[src/common/eeload_pkg.sv]
// Constants shared by the serial EEPROM loader and its bus engine; the synchroniser uses none.
// Assumes a 100 MHz bridge clock and an open-drain two-wire bus with pull-ups.
package eeload_pkg;

  ////////////////////////////////////////////////////////////////////////////////
  // Software doubleword at B0h, one register per byte lane
  localparam logic [7:0] OFS_DATA  = 8'hB0;
  localparam logic [7:0] OFS_WADDR = 8'hB1;
  localparam logic [7:0] OFS_SLAVE = 8'hB2;
  localparam logic [7:0] OFS_CSR   = 8'hB3;
  localparam logic [7:0] RST_BYTE  = 8'h00;

  // Control and status bit positions
  localparam int CSR_LOAD_FAULT  = 0;
  localparam int CSR_SW_FAULT    = 1;
  localparam int CSR_PRESENT     = 3;
  localparam int CSR_LOAD_ACTIVE = 4;
  localparam int CSR_SW_ACTIVE   = 5;
  localparam int CSR_TEST        = 6;
  localparam int CSR_SKIP        = 7;

  ////////////////////////////////////////////////////////////////////////////////
  // EEPROM image layout
  localparam logic [6:0] EE_SLAVE_ADDR = 7'h50;
  localparam logic [7:0] EE_WORD_START = 8'h00;
  localparam logic [7:0] EE_FUNC_IND   = 8'h00;
  localparam logic [7:0] EE_COUNT      = 8'h25;
  localparam logic [7:0] EE_END_MARK   = 8'h80;
  localparam logic [5:0] IDX_FUNC      = 6'h00;
  localparam logic [5:0] IDX_COUNT     = 6'h01;
  localparam logic [5:0] IDX_END       = 6'h27;

  // Image byte ranges and their configuration offsets; gaps are not loaded
  localparam int SEG_COUNT = 8;
  localparam logic [5:0] SEG_IDX [SEG_COUNT] =
    '{6'h02, 6'h06, 6'h0D, 6'h0F, 6'h1D, 6'h1E, 6'h20, 6'h23};
  localparam logic [5:0] SEG_LEN [SEG_COUNT] =
    '{6'h04, 6'h06, 6'h02, 6'h0C, 6'h01, 6'h02, 6'h03, 6'h04};
  localparam logic [7:0] SEG_OFS [SEG_COUNT] =
    '{8'h44, 8'hD4, 8'hDC, 8'hC0, 8'hE0, 8'hE2, 8'hE8, 8'hEC};

  ////////////////////////////////////////////////////////////////////////////////
  // Timing
  localparam int CLK_HZ      = 100_000_000;
  localparam int SCL_HZ      = 60_000;
  localparam int SCL_QUARTER = CLK_HZ / (4 * SCL_HZ);
  localparam logic [1:0] PRESENT_SETTLE = 2'h3;
  localparam logic [5:0] STEP_BYTE_LAST = 6'h23;
  localparam logic [5:0] STEP_EDGE_LAST = 6'h02;

  typedef enum logic [1:0] {OP_START, OP_STOP, OP_WRITE, OP_READ} bus_op_t;

endpackage

[src/design/bit_sync.sv]
// Two-flop synchroniser for a group of independent pin levels.
// Assumes each bit is a slow level; no bus coherency between bits.
module bit_sync
#(
  parameter int WIDTH = 2
)(
  input  wire logic             clk,
  input  wire logic             sys_rst,
  input  wire logic [WIDTH-1:0] d,
  output logic      [WIDTH-1:0] q
);

  logic [WIDTH-1:0] meta;

  if (WIDTH < 1)
  begin : g_bad_width
    $error("bit_sync WIDTH must be at least 1");
  end

  always_ff @(posedge clk or posedge sys_rst)
  begin
    if (sys_rst)
    begin
      meta <= '1;
      q    <= '1;
    end
    else
    begin
      meta <= d;
      q    <= meta;
    end
  end

endmodule

[src/design/serial_bit_engine.sv]
// Two-wire bus engine: start, stop, and nine-bit byte slots with acknowledge.
// Assumes sda_in is already synchronised; drives lines low only, never high.
module serial_bit_engine
#(
  parameter int QUARTER = eeload_pkg::SCL_QUARTER
)(
  input  wire logic                clk,
  input  wire logic                sys_rst,
  input  wire logic                cmd_valid,
  input  wire eeload_pkg::bus_op_t cmd_op,
  input  wire logic [7:0]          cmd_byte,
  input  wire logic                cmd_nack,
  input  wire logic                fast,
  input  wire logic                sda_in,
  output logic                     busy,
  output logic                     done,
  output logic [7:0]               rx_byte,
  output logic                     rx_ack,
  output logic                     scl_oe,
  output logic                     sda_oe
);
  import eeload_pkg::*;

  if (QUARTER < 2 || QUARTER > 65535)
  begin : g_bad_quarter
    $error("serial_bit_engine QUARTER out of range");
  end

  logic [15:0] tick_cnt;
  logic [5:0]  step;
  logic [8:0]  shreg;
  logic [8:0]  rx_sh;
  bus_op_t     op;

  wire         tick      = busy && (tick_cnt == 16'h0000);
  wire         is_byte   = (op == OP_WRITE) || (op == OP_READ);
  wire [1:0]   q         = step[1:0];
  wire [5:0]   last      = is_byte ? STEP_BYTE_LAST : STEP_EDGE_LAST;
  // Start: SDA falls while SCL high; stop: SDA rises while SCL high
  wire         scl_low_n = is_byte ? (q == 2'h0 || q == 2'h3)
                         : (op == OP_START) ? (step == 6'h02) : (step == 6'h00);
  wire         sda_low_n = is_byte ? !shreg[8]
                         : (op == OP_START) ? (step != 6'h00) : (step != 6'h02);
  wire [15:0]  reload    = fast ? 16'h0001 : 16'(QUARTER - 1);

  assign rx_byte = rx_sh[8:1];
  assign rx_ack  = !rx_sh[0];

  always_ff @(posedge clk or posedge sys_rst)
  begin
    if (sys_rst)
    begin
      busy     <= 1'h0;
      done     <= 1'h0;
      step     <= 6'h00;
      tick_cnt <= 16'h0000;
      op       <= OP_STOP;
      shreg    <= 9'h1FF;
      rx_sh    <= 9'h000;
      scl_oe   <= 1'h0;
      sda_oe   <= 1'h0;
    end
    else
    begin
      done <= 1'h0;
      if (cmd_valid && !busy)
      begin
        busy     <= 1'h1;
        op       <= cmd_op;
        step     <= 6'h00;
        tick_cnt <= reload;
        shreg    <= (cmd_op == OP_WRITE) ? {cmd_byte, 1'h1} : {8'hFF, cmd_nack};
      end
      else if (tick)
      begin
        tick_cnt <= reload;
        scl_oe   <= scl_low_n;
        sda_oe   <= sda_low_n;
        if (is_byte && q == 2'h2)
          rx_sh <= {rx_sh[7:0], sda_in};
        if (is_byte && q == 2'h3)
          shreg <= {shreg[7:0], 1'h1};
        if (step == last)
        begin
          busy <= 1'h0;
          done <= 1'h1;
        end
        else
          step <= step + 6'h01;
      end
      else if (busy)
        tick_cnt <= tick_cnt - 16'h0001;
    end
  end

endmodule

[src/design/eeprom_config_loader.sv]
// Serial EEPROM configuration loader and software serial-bus port.
// Assumes a configuration-space write/read strobe port and external pull-ups.
//
// Functional notes
// - Image bytes 02h-05h load subsystem IDs at 44h-47h, low byte first.
// - Image bytes 06h-09h load general control at D4h-D7h.
// - Byte 0Ah loads clock control D8h; byte 0Bh loads clock mask D9h.
// - Byte 0Ch skipped; 0Dh loads DCh, 0Eh loads DDh.
// - Bytes 0Fh-1Ah load control and diagnostic bytes C0h-CBh.
// - Bytes 1Bh-1Ch skipped; 1Dh to E0h; 1Eh-1Fh to E2h-E3h.
// - Bytes 20h-22h load E8h-EAh; bytes 23h-26h load ECh-EFh.
// - EEPROM addressed at fixed slave address 1010 000b.
// - Load-active flag, bit 4, high throughout the download.
// - Load-fault flag, bit 0, reports download outcome.
// - Software port is one doubleword at B0h.
// - Data byte sent on software writes, captured on software reads.
// - Word address byte at B1h sent unless skip option set.
// - Writing slave address and direction at B2h starts a transaction.
// - Status at B3h shows enable, busy, errors, protocol and test bits.
// - Software-busy stays high until the transaction completes.
// - After busy clears, fault flag and read data are valid.
// - Download runs automatically as one multibyte read after reset when present is set.
// - Transfer-fault flag, bit 1, set when a slave fails to acknowledge a software transaction.
// - Bit 7 set drops the word address byte and its acknowledge.
// - At reset release a pulled-up clock line sets present, bit 3.
module eeprom_config_loader
#(
  parameter int QUARTER = eeload_pkg::SCL_QUARTER
)(
  input  wire logic        clk,
  input  wire logic        sys_rst,
  input  wire logic        cfg_wr,
  input  wire logic        cfg_rd,
  input  wire logic [7:0]  cfg_addr,
  input  wire logic [3:0]  cfg_be,
  input  wire logic [31:0] cfg_wdata,
  output logic      [31:0] cfg_rdata,
  output logic             load_wr,
  output logic      [7:0]  load_addr,
  output logic      [7:0]  load_data,
  input  wire logic        scl_i,
  output logic             scl_o,
  output logic             scl_oe,
  input  wire logic        sda_i,
  output logic             sda_o,
  output logic             sda_oe
);
  import eeload_pkg::*;

  typedef enum logic [3:0]
  {
    ST_IDLE, ST_START, ST_DEVW, ST_WADDR, ST_WDATA,
    ST_RSTART, ST_DEVR, ST_RDATA, ST_STOP
  } state_t;

  ////////////////////////////////////////////////////////////////////////////////
  // Pin synchronisers and bus engine

  logic [1:0] pins_sync;
  logic       eng_busy;
  logic       eng_done;
  logic [7:0] eng_rx;
  logic       eng_ack;
  bus_op_t    cmd_op;
  logic [7:0] cmd_byte;
  logic       cmd_nack;
  logic       eng_issue;

  bit_sync #(.WIDTH(2)) u_sync
  (
    .clk     (clk),
    .sys_rst (sys_rst),
    .d       ({scl_i, sda_i}),
    .q       (pins_sync)
  );

  wire scl_in = pins_sync[1];
  wire sda_in = pins_sync[0];

  logic data_cap;
  logic test_mode;

  serial_bit_engine #(.QUARTER(QUARTER)) u_engine
  (
    .clk       (clk),
    .sys_rst   (sys_rst),
    .cmd_valid (eng_issue),
    .cmd_op    (cmd_op),
    .cmd_byte  (cmd_byte),
    .cmd_nack  (cmd_nack),
    .fast      (test_mode),
    .sda_in    (sda_in),
    .busy      (eng_busy),
    .done      (eng_done),
    .rx_byte   (eng_rx),
    .rx_ack    (eng_ack),
    .scl_oe    (scl_oe),
    .sda_oe    (sda_oe)
  );

  // Open drain: only ever pull low
  assign scl_o = 1'h0;
  assign sda_o = 1'h0;

  ////////////////////////////////////////////////////////////////////////////////
  // Registers and decode

  logic [7:0] data_byte;
  logic [7:0] word_address;
  logic [7:0] slave_cmd;
  logic       load_fault;
  logic       sw_fault;
  logic       present;
  logic       load_active;
  logic       sw_active;
  logic       skip_word_address;
  logic       skip_q;
  logic       loading;
  logic       issued;
  logic       abort;
  logic [5:0] idx;
  logic [1:0] settle;
  logic       strap_done;
  state_t     state;
  state_t     next_state;

  wire        dw_hit   = cfg_addr[7:2] == OFS_DATA[7:2];
  wire        wr_data  = cfg_wr && dw_hit && cfg_be[OFS_DATA[1:0]];
  wire        wr_waddr = cfg_wr && dw_hit && cfg_be[OFS_WADDR[1:0]];
  wire        wr_slave = cfg_wr && dw_hit && cfg_be[OFS_SLAVE[1:0]];
  wire        wr_csr   = cfg_wr && dw_hit && cfg_be[OFS_CSR[1:0]];
  wire [7:0]  csr_wr   = cfg_wdata[31:24];
  // Busy or absent interface swallows the start write
  wire        sw_launch = wr_slave && !load_active && present
                          && state == ST_IDLE;
  wire        is_read  = loading || slave_cmd[0];
  wire [6:0]  dev_addr = loading ? EE_SLAVE_ADDR : slave_cmd[7:1];
  wire        ack_slot = state == ST_DEVW || state == ST_WADDR
                         || state == ST_WDATA || state == ST_DEVR;
  wire        nack_evt = eng_done && ack_slot && !eng_ack;
  wire        rd_done  = eng_done && state == ST_RDATA;
  wire        stop_done = eng_done && state == ST_STOP;
  wire        bad_byte = rd_done && loading
                         && ((idx == IDX_FUNC && eng_rx != EE_FUNC_IND)
                         || (idx == IDX_COUNT && eng_rx != EE_COUNT)
                         || (idx == IDX_END && eng_rx != EE_END_MARK));
  wire [7:0]  csr_rd   = {skip_word_address, test_mode, sw_active, load_active,
                          present, 1'h0, sw_fault, load_fault};

  function automatic logic [8:0] map_offset(input logic [5:0] i);
    logic [8:0] r;
    r = 9'h000;
    for (int s = 0; s < SEG_COUNT; s++)
    begin
      if (i >= SEG_IDX[s] && i < SEG_IDX[s] + SEG_LEN[s])
        r = {1'h1, SEG_OFS[s] + 8'(i - SEG_IDX[s])};
    end
    return r;
  endfunction

  wire [8:0] map_hit = map_offset(idx);

  ////////////////////////////////////////////////////////////////////////////////
  // Command selection toward the engine

  assign eng_issue = state != ST_IDLE && !issued && !eng_busy;
  assign cmd_op    = (state == ST_START || state == ST_RSTART) ? OP_START
                   : (state == ST_STOP) ? OP_STOP
                   : (state == ST_RDATA) ? OP_READ : OP_WRITE;
  assign cmd_byte  = (state == ST_DEVW) ? {dev_addr, 1'h0}
                   : (state == ST_DEVR) ? {dev_addr, 1'h1}
                   : (state == ST_WADDR) ? (loading ? EE_WORD_START : word_address)
                   : (state == ST_WDATA) ? data_byte : RST_BYTE;
  // Master acks every image byte but the end marker or after an abort
  assign cmd_nack  = !loading || idx == IDX_END || abort;

  always_comb
  begin
    next_state = state;
    if (eng_done)
    begin
      unique case (state)
        ST_IDLE:   next_state = ST_IDLE;
        ST_START:  next_state = (is_read && skip_q) ? ST_DEVR : ST_DEVW;
        ST_DEVW:   next_state = !eng_ack ? ST_STOP
                              : skip_q ? ST_WDATA : ST_WADDR;
        ST_WADDR:  next_state = !eng_ack ? ST_STOP
                              : is_read ? ST_RSTART : ST_WDATA;
        ST_WDATA:  next_state = ST_STOP;
        ST_RSTART: next_state = ST_DEVR;
        ST_DEVR:   next_state = eng_ack ? ST_RDATA : ST_STOP;
        ST_RDATA:  next_state = cmd_nack ? ST_STOP : ST_RDATA;
        ST_STOP:   next_state = ST_IDLE;
      endcase
    end
  end

  ////////////////////////////////////////////////////////////////////////////////
  // Sequencer

  always_ff @(posedge clk or posedge sys_rst)
  begin
    if (sys_rst)
      issued <= 1'h0;
    else if (eng_done)
      issued <= 1'h0;
    else if (eng_issue)
      issued <= 1'h1;
  end

  // Strap sampling waits for the synchroniser to settle after release
  always_ff @(posedge clk or posedge sys_rst)
  begin
    if (sys_rst)
    begin
      settle     <= 2'h0;
      strap_done <= 1'h0;
    end
    else if (!strap_done)
    begin
      settle     <= settle + 2'h1;
      strap_done <= settle == PRESENT_SETTLE;
    end
  end

  wire strap_now = !strap_done && settle == PRESENT_SETTLE;
  wire auto_go   = strap_now && scl_in;

  always_ff @(posedge clk or posedge sys_rst)
  begin
    if (sys_rst)
      state <= ST_IDLE;
    else if (auto_go || sw_launch)
      state <= ST_START;
    else
      state <= next_state;
  end

  always_ff @(posedge clk or posedge sys_rst)
  begin
    if (sys_rst)
    begin
      loading <= 1'h0;
      skip_q  <= 1'h0;
      idx     <= 6'h00;
      abort   <= 1'h0;
    end
    else if (auto_go || sw_launch)
    begin
      loading <= auto_go;
      skip_q  <= skip_word_address;
      idx     <= 6'h00;
      abort   <= 1'h0;
    end
    else if (rd_done)
    begin
      idx   <= idx + 6'h01;
      abort <= abort || bad_byte;
    end
  end

  ////////////////////////////////////////////////////////////////////////////////
  // Status flags

  // Set from reset so the flag covers the strap window too
  always_ff @(posedge clk or posedge sys_rst)
  begin
    if (sys_rst)
      load_active <= 1'h1;
    else if ((strap_now && !scl_in) || (stop_done && loading))
      load_active <= 1'h0;
  end

  always_ff @(posedge clk or posedge sys_rst)
  begin
    if (sys_rst)
      load_fault <= 1'h0;
    else if (bad_byte || (nack_evt && loading))
      load_fault <= 1'h1;
  end

  always_ff @(posedge clk or posedge sys_rst)
  begin
    if (sys_rst)
      sw_active <= 1'h0;
    else if (sw_launch)
      sw_active <= 1'h1;
    else if (stop_done && !loading)
      sw_active <= 1'h0;
  end

  // Event wins over the clear at launch
  always_ff @(posedge clk or posedge sys_rst)
  begin
    if (sys_rst)
      sw_fault <= 1'h0;
    else if (nack_evt && !loading)
      sw_fault <= 1'h1;
    else if (sw_launch)
      sw_fault <= 1'h0;
  end

  always_ff @(posedge clk or posedge sys_rst)
  begin
    if (sys_rst)
      present <= 1'h0;
    else if (strap_now)
      present <= scl_in;
    else if (wr_csr && !csr_wr[CSR_PRESENT])
      present <= 1'h0;
  end

  ////////////////////////////////////////////////////////////////////////////////
  // Software registers

  assign data_cap = rd_done && !loading;

  always_ff @(posedge clk or posedge sys_rst)
  begin
    if (sys_rst)
    begin
      data_byte         <= RST_BYTE;
      word_address      <= RST_BYTE;
      slave_cmd         <= RST_BYTE;
      test_mode         <= 1'h0;
      skip_word_address <= 1'h0;
    end
    else
    begin
      if (data_cap)
        data_byte <= eng_rx;
      else if (wr_data)
        data_byte <= cfg_wdata[7:0];
      if (wr_waddr)
        word_address <= cfg_wdata[15:8];
      if (sw_launch)
        slave_cmd <= cfg_wdata[23:16];
      if (wr_csr)
      begin
        test_mode         <= csr_wr[CSR_TEST];
        skip_word_address <= csr_wr[CSR_SKIP];
      end
    end
  end

  always_ff @(posedge clk or posedge sys_rst)
  begin
    if (sys_rst)
      cfg_rdata <= 32'h0000_0000;
    else if (cfg_rd)
      cfg_rdata <= dw_hit ? {csr_rd, slave_cmd, word_address, data_byte} : 32'h0000_0000;
  end

  ////////////////////////////////////////////////////////////////////////////////
  // Configuration writes from the image

  always_ff @(posedge clk or posedge sys_rst)
  begin
    if (sys_rst)
    begin
      load_wr   <= 1'h0;
      load_addr <= RST_BYTE;
      load_data <= RST_BYTE;
    end
    else
    begin
      load_wr <= rd_done && loading && map_hit[8] && !abort;
      if (rd_done && loading)
      begin
        load_addr <= map_hit[7:0];
        load_data <= eng_rx;
      end
    end
  end
endmodule

[config.mk]
export PLATFORM = sky130hd
export DESIGN_NAME = eeprom_config_loader
export DESIGN_NICKNAME = d
export VERILOG_FILES = /design/src/common/eeload_pkg.sv /design/src/design/bit_sync.sv /design/src/design/serial_bit_engine.sv /design/src/design/eeprom_config_loader.sv
export SDC_FILE = /design/constraint.sdc
export NUM_CORES = 1
export LEC_CHECK = 0
export BUFFER_PORTS_ARGS = -buffer_cell sky130_fd_sc_hd__buf_2
export CAP_MARGIN = 30
export CORE_ASPECT_RATIO = 1.2
export CORE_MARGIN = 2
export CORE_UTILIZATION = 50
export DETAILED_ROUTE_END_ITERATION = 10
export PLACE_DENSITY_LB_ADDON = 0.12
export SYNTH_ARGS = -nofsm -noshare
export SYNTH_HDL_FRONTEND = slang
export SYNTH_SLANG_ARGS = --single-unit
export TNS_END_PERCENT = 10
[constraint.sdc]
create_clock -name clk -period 4.8 [get_ports clk]
set_input_delay 0.24 -clock clk [delete_from_list [all_inputs] [get_ports clk]]
set_output_delay 0.24 -clock clk [all_outputs]
set_load 0.05 [all_outputs]
==> impl_metrics.json <==
{
  "final.setup.tns_ns": 0,
  "max-cap-violations": 0,
  "leakage_uw": 0.00450,
  "viasPerCell": 5.81,
  "final.min_clock_period_ns": 3.69,
  "finalWirelength_um": 22500,
  "antenna_found_initial": 0,
  "synth_cells": 933,
  "insertion_delay_ns": 0.42,
  "synth_ff_type": "dfrtp_1",
  "cp.arrival_ns": 3.97,
  "dieHeight_um": 145,
  "setup_ws_ns": 1.11,
  "grt-ovfl-total": 0,
  "clock_path_buffers": 2,
  "final-max-slew-violation-count": 0,
  "status": "completed",
  "synthToLayoutAreaGrowth_pct": 15.6,
  "hp-start": "cfg_wdata[19]",
  "fin_worst_skew_ns": 0.0108,
  "std_cell_rows": 51,
  "ys_ff_latch": 146,
  "syn_avg_cell_area_um2": 8.94,
  "drc": 0,
  "yosysWarningCount": 0,
  "cts_root_buffer": "clkbuf_16",
  "clk_pin_slew_ns": 0.07,
  "cp-start-kind": "register",
  "ios": 103,
  "syn_area_um2": 8340,
  "n_antenna_cell": 0,
  "netlist_top_cells_area": "dfrtp_1, nand2_1, dfstp_2, o21ai_0, ha_1",
  "yosysTopAreaCellShare": 0.393,
  "postLayoutCoreUtil": 0.592,
  "grt_usage": 0.263,
  "ant_nets": 0,
  "r2r_start": "idx[2]",
  "hold_violations": 0,
  "required_ns": 5.07,
  "drive_gt1_frac": 0.186,
  "mostFrequentLayoutCells": "dfrtp_1, nand2_1, buf_2",
  "setup_viol": 0,
  "startpoint": "idx[2]",
  "numPortBuffers": 92,
  "hp-class": "input port to register",
  "postCtsSetupRepairBufs": 0,
  "max_freq_mhz": 271,
  "synthArstFlopShare": 1.00,
  "cp_max_fo": 24,
  "layout_commonest_cell": "dfrtp_1",
  "htreeDepth": 4,
  "fp.coreArea_um2": 16300,
  "gp_congestion": 1.02,
  "cts_tree": "built",
  "vdd_drop_max_mv": 0.200,
  "layout.nets": 1080,
  "cts_buffers": 17,
  "fin_crit_sh": 0.769,
  "die_area_um2": 17700,
  "power_density_nw_per_um2": 296,
  "tightestPinTransition_ns": 0.999,
  "grt_pass1_wl_um": 36400,
  "relSlewSlack": 0.334,
  "grt_pass1_vias": 6923,
  "hold_buffers": 3,
  "synth_edf_count": 0,
  "place_area_um2": 8970,
  "final_cell_area_um2": 9640,
  "drtIter0Drc": 454,
  "ys_types": 74,
  "wl_per_cell_um": 18.3,
  "start_util": 0.512,
  "ctsResizeCount": 0,
  "drt-pass1-iter-count": 5,
  "end_kind": "register",
  "yosysSeqAreaShare": 0.440,
  "yosys.area.top_type": "dfrtp_1",
  "dp_hpwl_um": 16100,
  "die_w_um": 122,
  "clkSinkCount": 146,
  "vias": 7146,
  "grt_max_degree": 93,
  "pre_cts_ws_ns": 1.23,
  "critical_path_class": "register to register",
  "rsz0062_at_grt": "no"
}
[report_power, final]
group / switching [uW] / internal, uW / total [uW]
Sequential: 40.2 / 1270 / 1310
Clock: 549 / 871 / 1420
Combinational: 68.8 / 51.1 / 120
Total: 657 / 2190 / 2850
[registers in the layout, indices dropped and copies added (netlist names), 8 cells and up]
| register | cells |
|---|---|
| u_engine.tick_cnt | 16 |
| load_addr | 8 |
| load_data | 8 |
| u_engine.rx_sh | 9 |
| slave_cmd | 8 |
| word_address | 8 |
| cfg_rdata | 31 |
| data_byte | 8 |
| u_engine.shreg | 9 |
[cell usage after synthesis, types with 11 or more instances]
cell,instances
a21oi_1,53
clkbuf_1,49
dfrtp_1,131
dfstp_2,15
ha_1,26
inv_1,53
mux2_2,21
mux2i_1,22
nand2_1,110
nand3_1,56
nand4_1,11
nor2_1,72
nor2b_1,12
nor3_1,18
o21ai_0,70
or3_1,12
xnor2_1,32
xor2_1,13
[through the flow]
| step | power (uW) | instances | hold slack, ns |
|---|---|---|---|
| global placement | 1450 | 1193 | 0.346 |
| CTS | 2880 | 1229 | 0.00235 |
| floorplan | 1400 | 935 | 0.244 |
| detailed placement | 1450 | 1194 | 0.180 |
| finish | 2850 | 1229 | 0.0121 |
| global route | 2950 | 1229 | 0.00569 |
[critical path, cell delays in order, from the launching register on]
cell and delay [ns]:
dfrtp_1 0.88, inv_1 0.37, ha_1 0.31, a21o_1 0.27, a211oi_1 0.40, or3_1 0.43, nand2_1 0.19, nor4bb_1 0.51
o22ai_1 0.18
[final timing paths]
check | endpoint | slack (ns) | cells past startpoint
worst max-delay path | load_addr[5] | 1.11 | 8
worst min-delay path | slave_cmd[3] | 0.01 | 3
worst max register to register | load_addr[5] | 1.11 | 8
worst min register to register | u_sync.q[1] | 0.36 | 0
max in group asynchronous | u_engine.shreg[8] | 3.72 | 4
min in group asynchronous | cfg_rdata[20] | 0.28 | 3
[layout make-up]
cell class / instances / area, um2
repair buffers: 109 / 616
well taps: 212 / 265
fillers: 1471 / 6640
clock inverters: 12 / 168
flip-flops and latches: 146 / 3670
clock buffers: 20 / 467
inverters: 55 / 211
multi-input cells: 675 / 4240
[metal layers]
| layer | vias to the layer above | wire (um) | track usage | part of all wire |
|---|---|---|---|---|
| met5 | - | 0 | 0 | 0 |
| met2 | 188 | 11500 | 0.444 | 0.51 |
| met3 | 55 | 816 | 0.0396 | 0.036 |
| met4 | 0 | 1010 | 0.137 | 0.045 |
| met1 | 3450 | 9110 | 0.324 | 0.41 |
| li1 | 3453 | - | - | - |
[kinds of logic after synthesis]
logic type / count (synthesis) / synth area share
AND/OR/NAND/NOR: 339 / 0.196
multiplexers: 43 / 0.0548
AO/OA/AOI/OAI: 219 / 0.168
buffers and inverters: 114 / 0.0537
other: 1 / 0.000450
adder cells (fa/ha/maj): 26 / 0.0390
XOR/XNOR: 45 / 0.0473
flip-flops: 146 / 0.440
Note: power is estimated with default switching activity, not from simulation.
